==> config.mk <==
export PLATFORM = sky130hd
export DESIGN_NAME = counter_array_channel_mode_control
export DESIGN_NICKNAME = d
export VERILOG_FILES = /design/src/logic/counter_array_pkg.sv /design/src/logic/pin_sync3.sv /design/src/logic/counter_array_channel_mode_control.sv
export SDC_FILE = /design/constraint.sdc
export NUM_CORES = 1
export LEC_CHECK = 0
export ABC_AREA = 1
export BUFFER_PORTS_ARGS = -buffer_cell sky130_fd_sc_hd__buf_2
export CAP_MARGIN = 20
export CORE_MARGIN = 2
export CORE_UTILIZATION = 36
export CTS_BUF_LIST = sky130_fd_sc_hd__clkbuf_8
export DETAILED_ROUTE_END_ITERATION = 7
export PLACE_DENSITY = 0.52
export REMOVE_ABC_BUFFERS = 1
export SETUP_SLACK_MARGIN = 0.05
export SLEW_MARGIN = 5
export SYNTH_ARGS = -nofsm -noshare
export SYNTH_HDL_FRONTEND = slang
export SYNTH_SLANG_ARGS = --single-unit
==> constraint.sdc <==
create_clock -name CLK_SYS -period 2.85 [get_ports CLK_SYS]
set_input_delay 0.285 -clock CLK_SYS [delete_from_list [all_inputs] [get_ports CLK_SYS]]
set_output_delay 0.285 -clock CLK_SYS [all_outputs]
set_load 0.02 [all_outputs]
==> src/logic/counter_array_pkg.sv <==
// constants and types shared by the counter array channel mode control block
package counter_array_pkg;

    // ************************************************************
    // bus and value widths
    // ************************************************************
    localparam int DATA_W  = 8;   // special register data width
    localparam int ADDR_W  = 8;   // special register address width
    localparam int COUNT_W = 16;  // shared counter and value width

    // ************************************************************
    // register addresses
    // ************************************************************
    localparam logic [7:0] CH2_MODE_ADDR = 8'hdc;  // channel2_mode_register
    localparam logic [7:0] CH1_LOW_ADDR  = 8'he9;  // channel1_value_low
    localparam logic [7:0] CH1_HIGH_ADDR = 8'hea;  // channel1_value_high
    localparam logic [7:0] CH2_LOW_ADDR  = 8'heb;  // channel 2 value low
    localparam logic [7:0] CH2_HIGH_ADDR = 8'hec;  // channel 2 value high

    // ************************************************************
    // mode register field positions
    // ************************************************************
    localparam int WIDE_MOD_BIT    = 7;  // wide_modulation_select
    localparam int COMP_EN_BIT     = 6;  // comparator_enable
    localparam int RISE_CAP_BIT    = 5;  // rising_capture_enable
    localparam int FALL_CAP_BIT    = 4;  // falling_capture_enable
    localparam int MATCH_EN_BIT    = 3;  // match_enable
    localparam int TOGGLE_EN_BIT   = 2;  // toggle_enable
    localparam int PULSE_EN_BIT    = 1;  // pulse width enable
    localparam int FLAG_IRQ_EN_BIT = 0;  // flag_irq_enable

    // ************************************************************
    // reset values
    // ************************************************************
    localparam logic [7:0]  MODE_RESET  = 8'h00;     // mode register
    localparam logic [15:0] VALUE_RESET = 16'h0000;  // compare and reload values
    localparam logic [7:0]  RDATA_RESET = 8'h00;     // read data
    localparam logic [7:0]  UNMAPPED_RD = 8'h00;     // read of an unknown address

    // ************************************************************
    // output modes
    // ************************************************************
    typedef enum logic [2:0] {
        OUT_IDLE   = 3'b000,  // pin holds its level
        OUT_TOGGLE = 3'b001,  // invert on each match
        OUT_PULSE  = 3'b010,  // 8 to 11-bit modulation
        OUT_WIDE   = 3'b011,  // 16-bit modulation
        OUT_FREQ   = 3'b100   // frequency output
    } out_mode_type;

endpackage : counter_array_pkg

==> src/logic/pin_sync3.sv <==
// three-stage pin synchroniser with agreement filter
`timescale 1ns/1ps
module pin_sync3 (
    input  wire logic CLK_SYS,   // system clock
    input  wire logic RESET,     // synchronous reset, active high
    input  wire logic PIN_IN,    // asynchronous pin level
    output logic      LEVEL_OUT  // filtered level
);
    logic stage1_ff;  // first stage, read only by stage two
    logic stage2_ff;  // second stage
    logic stage3_ff;  // third stage
    logic level_ff;   // accepted level

    // ************************************************************
    // sampling chain
    // ************************************************************
    // level changes only once stages two and three agree
    always_ff @(posedge CLK_SYS) begin
        if (RESET) begin
            stage1_ff <= 1'b0;
            stage2_ff <= 1'b0;
            stage3_ff <= 1'b0;
            level_ff  <= 1'b0;
        end else begin
            stage1_ff <= PIN_IN;
            stage2_ff <= stage1_ff;
            stage3_ff <= stage2_ff;
            if (stage2_ff == stage3_ff) begin  // agreement reached
                level_ff <= stage3_ff;
            end
        end
    end

    assign LEVEL_OUT = level_ff;
endmodule : pin_sync3

==> src/logic/counter_array_channel_mode_control.sv <==
// channel mode control and value registers for the programmable counter array
// Behaviour
// - wide select picks 16-bit, else 8-11-bit modulation
// - bit 6 enables the comparator
// - bit 5 enables rising edge capture
// - bit 4 enables falling edge capture
// - match enable: counter equality sets event flag
// - toggle enable: match inverts the output pin
// - pulse enable drives modulated waveform on pin
// - toggle plus pulse gives frequency output
// - bit 0 masks the event flag interrupt
// - low register holds value least significant byte
// - low address also reaches auto-reload low byte
// - reload select routes low address access
// - low byte write clears comparator enable
// - high byte write sets comparator enable
// - center align bit: edge or center modulation
`timescale 1ns/1ps
module counter_array_channel_mode_control (
    input  wire logic                                  CLK_SYS,            // system clock
    input  wire logic                                  RESET,              // synchronous reset
    input  wire logic [counter_array_pkg::ADDR_W-1:0]  SFR_ADDR,           // register address
    input  wire logic [counter_array_pkg::DATA_W-1:0]  SFR_WDATA,          // write data
    input  wire logic                                  SFR_WE,             // write strobe
    input  wire logic                                  SFR_RE,             // read strobe
    input  wire logic [counter_array_pkg::COUNT_W-1:0] COUNTER,            // shared counter
    input  wire logic                                  COUNTER_TICK,       // counter just stepped
    input  wire logic [1:0]                            PWM_BITS,           // 0..3 gives 8..11 bits
    input  wire logic                                  RELOAD_SELECT,      // reload_select
    input  wire logic                                  CH2_CENTER_ALIGN,   // channel2_center_align
    input  wire logic                                  EVENT_FLAG_CLEAR,   // clear of the event flag
    input  wire logic                                  CH2_CAPTURE_PIN,    // capture input pin
    output logic      [counter_array_pkg::DATA_W-1:0]  SFR_RDATA,          // read data
    output logic                                       CH2_OUTPUT_PIN,     // channel2_output_pin
    output logic                                       CH2_EVENT_FLAG,     // channel2_event_flag
    output logic                                       CH2_IRQ,            // interrupt request
    output logic                                       CH1_COMPARATOR_ENABLE  // channel 1 comparator
);
    import counter_array_pkg::*;

    // ************************************************************
    // helper functions
    // ************************************************************
    // mask of the active counter bits for a modulation width
    function automatic logic [15:0] width_mask(input logic wide, input logic [1:0] bits);
        logic [15:0] m;
        m = 16'h00ff;
        if (wide) begin
            m = 16'hffff;
        end else begin
            m = 16'(({8'h00, 8'hff} << bits) | 16'h00ff);
        end
        return m;
    endfunction : width_mask

    // triangle fold of the masked counter for center alignment
    function automatic logic [15:0] fold_count(input logic [15:0] cnt, input logic [15:0] m);
        logic [15:0] c;
        c = cnt & m;
        if (c > (m >> 1)) begin
            c = 16'(m - c);
        end
        return c;
    endfunction : fold_count

    // ************************************************************
    // state
    // ************************************************************
    logic [7:0]   mode_ff;      // channel2_mode_register
    logic [15:0]  ch1_cmp_ff;   // channel 1 compare value
    logic [15:0]  ch1_rld_ff;   // channel 1 auto-reload value
    logic         ch1_comp_ff;  // channel 1 comparator enable
    logic [15:0]  ch2_cmp_ff;   // channel 2 compare value
    logic [15:0]  ch2_rld_ff;   // channel 2 auto-reload value
    logic         flag_ff;      // channel2_event_flag
    logic         irq_ff;       // interrupt request
    logic         pin_ff;       // output pin level
    logic         cap_lvl_ff;   // previous filtered capture level
    logic [7:0]   rdata_ff;     // read data

    // ************************************************************
    // bus decode
    // ************************************************************
    wire wr_mode    = SFR_WE && (SFR_ADDR == CH2_MODE_ADDR);  // mode write
    wire wr_ch1_low = SFR_WE && (SFR_ADDR == CH1_LOW_ADDR);   // ch1 low write
    wire wr_ch1_hi  = SFR_WE && (SFR_ADDR == CH1_HIGH_ADDR);  // ch1 high write
    wire wr_ch2_low = SFR_WE && (SFR_ADDR == CH2_LOW_ADDR);   // ch2 low write
    wire wr_ch2_hi  = SFR_WE && (SFR_ADDR == CH2_HIGH_ADDR);  // ch2 high write

    // ************************************************************
    // mode decode
    // ************************************************************
    wire wide_sel  = mode_ff[WIDE_MOD_BIT];
    wire comp_en   = mode_ff[COMP_EN_BIT];
    wire rise_en   = mode_ff[RISE_CAP_BIT];
    wire fall_en   = mode_ff[FALL_CAP_BIT];
    wire match_en  = mode_ff[MATCH_EN_BIT];
    wire toggle_en = mode_ff[TOGGLE_EN_BIT];
    wire pulse_en  = mode_ff[PULSE_EN_BIT];
    wire irq_en    = mode_ff[FLAG_IRQ_EN_BIT];

    // output mode from the enable bits
    out_mode_type out_mode;
    assign out_mode = (toggle_en && pulse_en) ? OUT_FREQ :
                      pulse_en  ? (wide_sel ? OUT_WIDE : OUT_PULSE) :
                      toggle_en ? OUT_TOGGLE : OUT_IDLE;

    // ************************************************************
    // capture input
    // ************************************************************
    logic cap_lvl;  // filtered capture pin

    pin_sync3 u_cap_sync (
        .CLK_SYS   (CLK_SYS),
        .RESET     (RESET),
        .PIN_IN    (CH2_CAPTURE_PIN),
        .LEVEL_OUT (cap_lvl)
    );

    wire cap_rise = cap_lvl && !cap_lvl_ff;               // rising edge
    wire cap_fall = !cap_lvl && cap_lvl_ff;               // falling edge
    wire capture  = (rise_en && cap_rise) || (fall_en && cap_fall);

    // ************************************************************
    // comparator and modulation
    // ************************************************************
    wire [15:0] mask     = width_mask(wide_sel, PWM_BITS);
    wire        full_hit = (COUNTER == ch2_cmp_ff);                   // 16-bit equality
    wire        freq_hit = (COUNTER[7:0] == ch2_cmp_ff[7:0]);         // low byte equality
    wire        hit      = COUNTER_TICK && comp_en &&
                           ((out_mode == OUT_FREQ) ? freq_hit : full_hit);
    wire        wrap     = COUNTER_TICK && ((COUNTER & mask) == 16'h0000);  // period start
    wire [15:0] cmp_m    = ch2_cmp_ff & mask;                         // masked compare
    wire        edge_lvl = (COUNTER & mask) >= cmp_m;                 // edge-aligned level
    wire        ctr_lvl  = fold_count(COUNTER, mask) >= (cmp_m >> 1); // center-aligned level
    wire        pwm_lvl  = CH2_CENTER_ALIGN ? ctr_lvl : edge_lvl;
    wire        reload   = wrap && pulse_en && !toggle_en && !wide_sel &&
                           (PWM_BITS != 2'b00);

    // next pin level per mode
    logic nxt_pin;
    always_comb begin
        nxt_pin = pin_ff;
        unique case (out_mode)
            OUT_IDLE:   nxt_pin = pin_ff;                        // hold
            OUT_TOGGLE: nxt_pin = hit ? !pin_ff : pin_ff;
            OUT_PULSE:  nxt_pin = comp_en ? pwm_lvl : 1'b0;
            OUT_WIDE:   nxt_pin = comp_en ? pwm_lvl : 1'b0;
            OUT_FREQ:   nxt_pin = hit ? !pin_ff : pin_ff;
            default:    nxt_pin = pin_ff;                        // unused codes
        endcase
    end

    // ************************************************************
    // event flag and interrupt
    // ************************************************************
    wire nxt_flag = (match_en && hit) || capture ? 1'b1 :        // set wins
                    EVENT_FLAG_CLEAR ? 1'b0 : flag_ff;
    wire nxt_irq  = nxt_flag && (wr_mode ? SFR_WDATA[FLAG_IRQ_EN_BIT] : irq_en);

    // ************************************************************
    // mode register next value
    // ************************************************************
    logic [7:0] nxt_mode;
    always_comb begin
        nxt_mode = wr_mode ? SFR_WDATA : mode_ff;
        if (wr_ch2_low) begin
            nxt_mode[COMP_EN_BIT] = 1'b0;
        end
        if (wr_ch2_hi) begin
            nxt_mode[COMP_EN_BIT] = 1'b1;
        end
    end

    // ************************************************************
    // channel 2 value next value
    // ************************************************************
    logic [15:0] nxt_ch2_cmp;
    always_comb begin
        nxt_ch2_cmp = ch2_cmp_ff;
        if (capture) begin
            nxt_ch2_cmp = COUNTER;
        end else if (reload) begin
            nxt_ch2_cmp = ch2_rld_ff;
        end else if (hit && out_mode == OUT_FREQ) begin
            nxt_ch2_cmp[7:0] = 8'(ch2_cmp_ff[7:0] + ch2_cmp_ff[15:8]);     // next edge
        end
        if (wr_ch2_low && !RELOAD_SELECT) begin
            nxt_ch2_cmp[7:0] = SFR_WDATA;
        end
        if (wr_ch2_hi && !RELOAD_SELECT) begin
            nxt_ch2_cmp[15:8] = SFR_WDATA;
        end
    end

    // ************************************************************
    // read mux
    // ************************************************************
    wire [7:0] rd_ch1_low = RELOAD_SELECT ? ch1_rld_ff[7:0]  : ch1_cmp_ff[7:0];
    wire [7:0] rd_ch1_hi  = RELOAD_SELECT ? ch1_rld_ff[15:8] : ch1_cmp_ff[15:8];
    wire [7:0] rd_ch2_low = RELOAD_SELECT ? ch2_rld_ff[7:0]  : ch2_cmp_ff[7:0];
    wire [7:0] rd_ch2_hi  = RELOAD_SELECT ? ch2_rld_ff[15:8] : ch2_cmp_ff[15:8];
    wire [7:0] rd_mux     = (SFR_ADDR == CH2_MODE_ADDR) ? mode_ff    :
                            (SFR_ADDR == CH1_LOW_ADDR)  ? rd_ch1_low :
                            (SFR_ADDR == CH1_HIGH_ADDR) ? rd_ch1_hi  :
                            (SFR_ADDR == CH2_LOW_ADDR)  ? rd_ch2_low :
                            (SFR_ADDR == CH2_HIGH_ADDR) ? rd_ch2_hi  : UNMAPPED_RD;

    // ************************************************************
    // channel 2 registers
    // ************************************************************
    always_ff @(posedge CLK_SYS) begin
        if (RESET) begin
            mode_ff    <= MODE_RESET;
            ch2_cmp_ff <= VALUE_RESET;
            flag_ff    <= 1'b0;
            irq_ff     <= 1'b0;
            pin_ff     <= 1'b0;
            cap_lvl_ff <= 1'b0;
        end else begin
            mode_ff    <= nxt_mode;
            ch2_cmp_ff <= nxt_ch2_cmp;
            flag_ff    <= nxt_flag;
            irq_ff     <= nxt_irq;
            pin_ff     <= nxt_pin;
            cap_lvl_ff <= cap_lvl;
        end
    end

    // ************************************************************
    // reload registers and channel 1 registers
    // ************************************************************
    always_ff @(posedge CLK_SYS) begin
        if (RESET) begin
            ch2_rld_ff  <= VALUE_RESET;
            ch1_cmp_ff  <= VALUE_RESET;
            ch1_rld_ff  <= VALUE_RESET;
            ch1_comp_ff <= 1'b0;
        end else begin
            if (wr_ch2_low && RELOAD_SELECT) begin
                ch2_rld_ff[7:0] <= SFR_WDATA;
            end
            if (wr_ch2_hi && RELOAD_SELECT) begin
                ch2_rld_ff[15:8] <= SFR_WDATA;
            end
            if (wr_ch1_low) begin
                if (RELOAD_SELECT) begin
                    ch1_rld_ff[7:0] <= SFR_WDATA;
                end else begin
                    ch1_cmp_ff[7:0] <= SFR_WDATA;
                end
                ch1_comp_ff <= 1'b0;
            end
            if (wr_ch1_hi) begin
                if (RELOAD_SELECT) begin
                    ch1_rld_ff[15:8] <= SFR_WDATA;
                end else begin
                    ch1_cmp_ff[15:8] <= SFR_WDATA;
                end
                ch1_comp_ff <= 1'b1;
            end
        end
    end

    // ************************************************************
    // read data register
    // ************************************************************
    always_ff @(posedge CLK_SYS) begin
        if (RESET) begin
            rdata_ff <= RDATA_RESET;
        end else if (SFR_RE) begin
            rdata_ff <= rd_mux;
        end
    end

    assign SFR_RDATA             = rdata_ff;
    assign CH2_OUTPUT_PIN        = pin_ff;
    assign CH2_EVENT_FLAG        = flag_ff;
    assign CH2_IRQ               = irq_ff;
    assign CH1_COMPARATOR_ENABLE = ch1_comp_ff;
endmodule : counter_array_channel_mode_control

==> results of run 1 <==
worst max-delay path: stages (launching register included):
cell	delay, ps
dfxtp_2	330
nor2_2	100
inv_2	60
nor2_4	140
buf_6	120
ha_4	110
nand2_2	60
nor2_4	120
nand3_2	70
nand2_1	80
nand2_2	60
nand2_2	70
nand2_4	100
buf_12	160
nand2_2	60
o31ai_2	70
ha_1	320
a21oi_2	130
nor2_1	70
a211oi_2	190
nor2_1	60
nor2_1	100
nand4_1	100
nand2_1	70
a21oi_1	50
routing by layer:
layer | part of all wire | wire [µm] | track usage | vias to the layer above
met5 | 0 | 0 | 0 | -
li1 | - | - | - | 2970
met3 | 0.053 | 1033 | 0.03767 | 36
met1 | 0.46 | 8980 | 0.3005 | 2686
met2 | 0.46 | 9038 | 0.3584 | 147
met4 | 0.031 | 605 | 0.08392 | 0
stage by stage:
step / instances / instance area [µm²] / setup slack, ps / power, mW / TNS [ps]
after CTS: 1120 / 6864 / -40.62 / 2.525 / -40.62
final: 1124 / 7017 / -56.22 / 2.548 / -56.22
after global placement: 1104 / 6663 / -156.4 / 1.662 / -156.4
after floorplan: 792 / 5807 / -553.5 / 1.482 / -553.5
after detailed placement: 1104 / 6663 / -198.4 / 1.663 / -198.4
after global routing: 1124 / 7017 / -228.3 / 2.657 / -228.3
path summary, 6_finish.rpt:
kind / endpoint / slack [ps] / cells after the start
worst min register to register: u_cap_sync.stage2_ff / 410 / 2
worst min-delay path: u_cap_sync.stage1_ff / 100 / 3
worst max-delay path: CH2_OUTPUT_PIN / -60 / 24
worst max register to register: CH2_OUTPUT_PIN / -60 / 24
synthesized netlist by cell type, types with 4 or more instances:
master,number,share of area
o21ai_1,10,0.0083
nor2_2,6,0.0062
a211oi_1,18,0.022
nand4_1,12,0.012
o21ai_0,62,0.052
buf_6,8,0.015
ha_1,41,0.085
a21oi_2,4,0.0058
a31oi_1,8,0.0083
nand2_1,149,0.093
nor3_2,4,0.0067
inv_2,7,0.0044
nand3_1,21,0.017
dfxtp_1,89,0.30
nor3_1,8,0.0067
nor2_4,5,0.0094
clkbuf_1,14,0.0087
buf_2,8,0.0067
inv_1,74,0.046
xnor2_1,7,0.010
a21oi_1,88,0.073
xor2_1,14,0.020
nand2_2,5,0.0052
o211ai_1,30,0.037
mux2i_1,14,0.023
nor2_1,81,0.051
or2_2,6,0.0062
flip-flops by register name, indices dropped and copies added, names as in the netlist:
signal and count:
CH2_OUTPUT_PIN 1, SFR_RDATA 8, u_cap_sync.stage2_ff 1, u_cap_sync.stage3_ff 1
CH2_EVENT_FLAG 1, CH1_COMPARATOR_ENABLE 1, mode_ff 8, ch2_rld_ff 16
cap_lvl_ff 1, u_cap_sync.stage1_ff 1, ch1_rld_ff 16, ch1_cmp_ff 16
u_cap_sync.LEVEL_OUT 1, CH2_IRQ 1, ch2_cmp_ff 16
cells by family (layout without fill, tap and decap cells):
family	count (synthesis)	count (layout)	share of synthesized area
AOI/OAI and AO/OA	229	229	0.2212
and+or+nand+nor	312	312	0.2520
xor gates and xnor gates	21	21	0.03059
adders and majority gates	42	42	0.08866
DFF	89	89	0.2964
other	1	1	0.0006238
muxes	14	14	0.02331
buffers and inverters	117	196	0.08720
timing repair:
action                     CTS  global route
gates cloned                 0             2
pin swaps                    0            17
buffers inserted             0             2
hold endpoints to repair     0             0
setup endpoints to repair    1             1
gates resized for setup      3            27
layout make-up:
| class | count | area, µm² |
|---|---|---|
| inverter | 84 | 319.1 |
| multi-input combinational | 619 | 3819 |
| timing repair buffer | 96 | 633.1 |
| clock buffer | 10 | 137.6 |
| sequential | 89 | 1783 |
| tap | 220 | 275.3 |
| clock inverter | 6 | 50.05 |
| fill | 1750 | 9449 |
power by group:
group          internal [mW]  switching, mW
logic                  0.174          0.264
clock network          0.351          0.511
registers               1.25        0.00194
==> flow_summary_export.csv, run 1 <==
group,metric,value,unit
yosys,syn_area,6012,µm²
routing,routed_wl,19660,µm
cts,clk_pin_slew,100,ps
die,initial_utilization,0.3651,
routing,wire_per_inst,17.49,µm
timing,setup_violations,1,
global_routing,first_global_vias,5386,
global_routing,track_usage,0.2228,
cts,cts-root-buf,"clkbuf_8",
yosys,ys_ff_latch,89,
routing,viasPerCell,5.195,
final_layout,layout_common_cells,"nand2_1, dfxtp_1, a21oi_1, nor2_1, inv_1",
pwr,power_density,363.2,nW/µm²
global_routing,grt-ovfl-total,0,
status,status,"complete, but fails checks",
critical_path,required,3140,ps
routing,ant_nets,0,
cts,cts_sinks,89,
critical_path,crit_path_start_kind,"flop",
job,cap_violations,0,
critical_path,worstReg2RegStart,"mode_ff[7]",
placed_design,place.gp.congestion,0.8711,
global_routing,antenna_found_initial,0,
pwr,p_leak,3.098,nW
yosys,synth.avg_cell_area,7.287,µm²
final_layout,num_antenna_cells,0,
placed_design,place_hpwl,14810,µm
final_layout,utilization,0.4261,
timing,slew_headroom,0.6349,
timing,rsz0062_at_grt,"true",
critical_path,endpoint_kind,"flop",
final_layout,final_common_cell,"nand2_1",
critical_path,worst-path-max-fanout,6,
timing,hold_violations,0,
cts,htree_levels,3,
global_routing,grt_start_max_net_pins,39,
yosys,ys_warn_count,0,
yosys,seq_area_frac_synth,0.2964,
die,dieArea,17750,µm²
hold_path,min_path_type,"primary input to flop",
hold_path,min_from,"CH2_CAPTURE_PIN",
yosys,synthFlopType,"dfxtp_1",
timing,fin_ws,-56.22,ps
routing,via_count,5839,
timing,drv_slew,0,
timing,tightestPinTransition,547.1,ps
cts,clock_latency,390,ps
routing,drcViolationCount,0,
critical_path,cp.arrival,3200,ps
die,pin_count,55,
yosys,ys_types,47,
final_layout,syn2layout_area_growth,16.71,%
timing,period_needed,2906,ps
yosys,synthCells,825,
critical_path,worstSetupStartpoint,"mode_ff[7]",
timing,timing.hold.ws,98.57,ps
placed_design,port_buffers,54,
global_routing,grt_pass1_wl,30190,µm
yosys,synthArstFlopShare,0,
final_layout,nets,984,
routing,drt_iter0_markers,344,
timing,fin_crit_sh,1.020,
die,rows,47,
die,dieWidth,133.2,µm
critical_path,crit_type,"flop to flop",
die,core-area,16470,µm²
die,die_h,133.2,µm
cts,hold_buffers,0,
final_layout,drive_above_1_share,0.2058,
cts,numCtsBuffers,9,
timing,fmax,344.1,MHz
status,violations,"setup timing",
routing,drt_first_pass_iters,5,
pwr,max-vdd-ir-drop,0.2587,mV
yosys,synth_edf_count,0,
cts,cts_buffer_depth,2,
cts,cts_tree,"built",
timing,fin_skew,15.06,ps
Note: power is estimated with default switching activity, not from simulation.
==> run 2, diff against run 1 <==
--- a/config.mk
+++ b/config.mk
@@ -12,6 +12,7 @@
 export CORE_UTILIZATION = 36
 export CTS_BUF_LIST = sky130_fd_sc_hd__clkbuf_8
 export DETAILED_ROUTE_END_ITERATION = 7
+export GPL_TIMING_DRIVEN = 0
 export PLACE_DENSITY = 0.52
 export REMOVE_ABC_BUFFERS = 1
 export SETUP_SLACK_MARGIN = 0.05
==> flow_summary_export.csv, run 2 (synthesis gave the netlist of run 1 again) <==
group,metric,value,unit
die,dieWidth,133.2,µm
timing,setup_tns,-228.5,ps
critical_path,worstReg2RegStart,"mode_ff[7]",
cts,cts_buffer_depth,2,
routing,drt_first_pass_iters,6,
cts,hold_buffers,0,
timing,period_needed,3078,ps
final_layout,num_antenna_cells,0,
critical_path,crit_type,"flop to flop",
global_routing,grt_pass1_wl,29480,µm
cts,clk_pin_slew,100,ps
critical_path,endpoint_kind,"flop",
die,rows,47,
routing,ant_nets,0,
timing,tightestPinTransition,918.9,ps
critical_path,cp_num_buf_inv,3,
cts,htree_levels,3,
die,pin_count,55,
timing,fmax,324.8,MHz
final_layout,layout_common_cells,"nand2_1, dfxtp_1, a21oi_1, nor2_1, inv_1",
die,die_h,133.2,µm
routing,via_count,5621,
critical_path,cpPeakStageDelay,380,ps
global_routing,grt-ovfl-total,0,
global_routing,antenna_found_initial,0,
placed_design,port_buffers,54,
critical_path,worst-path-max-fanout,6,
timing,hold_violations,0,
final_layout,nets,951,
die,initial_utilization,0.3651,
cts,clock_latency,370,ps
global_routing,first_global_vias,5274,
timing,fin_crit_sh,1.080,
die,dieArea,17750,µm²
placed_design,place_hpwl,13670,µm
placed_design,place.gp.congestion,0.8744,
critical_path,slowest_stage,"dfxtp_4",
final_layout,drive_above_1_share,0.1757,
critical_path,crit_path_start_kind,"flop",
critical_path,reg2reg_depth,21,
timing,setup_violations,1,
timing,fin_skew,12.13,ps
pwr,total_power,2.503,mW
critical_path,worstSetupStartpoint,"mode_ff[7]",
critical_path,crit_chain,"nor2_4 -> inv_2 -> nor2_4 -> nor2_4 -> ha_4 -> nand2_2 -> inv_2 -> nand3_2 -> nand2_2 -> nand2_2 -> nand2_4 -> nand2_8 -> buf_6 -> xor2_1 -> ha_1 -> nand4_1 -> o221ai_2 -> nand2_1 -> nand4_1 -> nand2_1 -> a21oi_1",
die,core-area,16470,µm²
cts,cts_sinks,89,
placed_design,dp_cells,1066,
hold_path,hold_path_depth,3,
global_routing,track_usage,0.2163,
final_layout,layoutNonFillerInstCount,1091,
timing,slew_headroom,0.3841,
pwr,power_density,371.2,nW/µm²
job,cap_violations,0,
critical_path,required,3160,ps
global_routing,grt_start_max_net_pins,54,
hold_path,min_path_type,"primary input to flop",
routing,viasPerCell,5.152,
cts,cts_tree,"built",
final_layout,n_fill_cell,1797,
status,violations,"setup timing",
final_layout,syn2layout_area_growth,12.17,%
routing,drt_iter0_markers,275,
cts,cts-root-buf,"clkbuf_8",
timing,fin_ws,-228.5,ps
pwr,max-vdd-ir-drop,0.1976,mV
pwr,p_leak,2.937,nW
critical_path,cp.arrival,3390,ps
status,status,"complete, but fails checks",
timing,timing.hold.ws,112.0,ps
critical_path,cp_top_family,"simple AND/OR/NAND/NOR gates",
final_layout,final_common_cell,"nand2_1",
routing,drcViolationCount,0,
timing,drv_slew,0,
hold_path,min_from,"CH2_CAPTURE_PIN",
critical_path,cp.depth,21,
routing,wire_per_inst,17.32,µm
timing,rsz0062_at_grt,"true",
cts,numCtsBuffers,9,
routing,routed_wl,18900,µm
run 2: final cells by class:
class / instances / area (µm²) / area share
clock buffers: 10 / 137.6 / 0.02041
clock inverters: 6 / 50.05 / 0.007421
inverters: 84 / 319.1 / 0.04731
multi-input cells: 621 / 3846 / 0.5703
flip-flops and latches: 89 / 1785 / 0.2647
well taps: 220 / 275.3 / 0.04082
repair buffers: 61 / 330.3 / 0.04898
run 2: path summary, 6_finish.rpt:
kind	endpoint	slack, ps
worst min-delay path	u_cap_sync.stage1_ff	110
worst max-delay path	CH2_OUTPUT_PIN	-230
worst max register to register	CH2_OUTPUT_PIN	-230
worst min register to register	u_cap_sync.stage2_ff	410
run 2: what timing repair did:
item,4_1_cts,5_1_grt
gates cloned,2,0
endpoints found under the setup margin,1,1
pin swaps,7,15
buffers inserted,6,1
gates resized for setup,19,14
run 2: worst reg2reg max path, delay by kind of cell (launching register included):
| family | cells | cell delay [ps] |
|---|---|---|
| xor+xnor | 1 | 130 |
| buf+inv | 3 | 290 |
| fa+ha+maj | 2 | 530 |
| simple gates | 13 | 1300 |
| flops | 1 | 380 |
| compound gates | 2 | 410 |
run 2: metrics by stage:
step                      utilization  area [µm²]  setup slack [ps]
after floorplan                     -        5807            -553.5
after global placement         0.3858        6352             -1506
after detailed placement       0.3858        6352             -1463
after CTS                      0.4055        6678            -194.0
after global routing           0.4096        6744            -395.1
final                          0.4096        6744            -228.5
run 2: power breakdown:
group	switching [mW]	internal (mW)	total, mW
Sequential	0.00202	1.24	1.25
Clock	0.503	0.353	0.856
Combinational	0.259	0.141	0.400
Total	0.764	1.74	2.50
run 2: routing by layer:
metal | share of wire | routed length [µm] | up-vias | GRT usage
li1 | - | - | 2909 | -
met1 | 0.47 | 8805 | 2581 | 0.2939
met2 | 0.48 | 9076 | 108 | 0.3621
met3 | 0.034 | 642 | 23 | 0.02055
met4 | 0.020 | 373 | 0 | 0.07151
met5 | 0 | 0 | - | 0
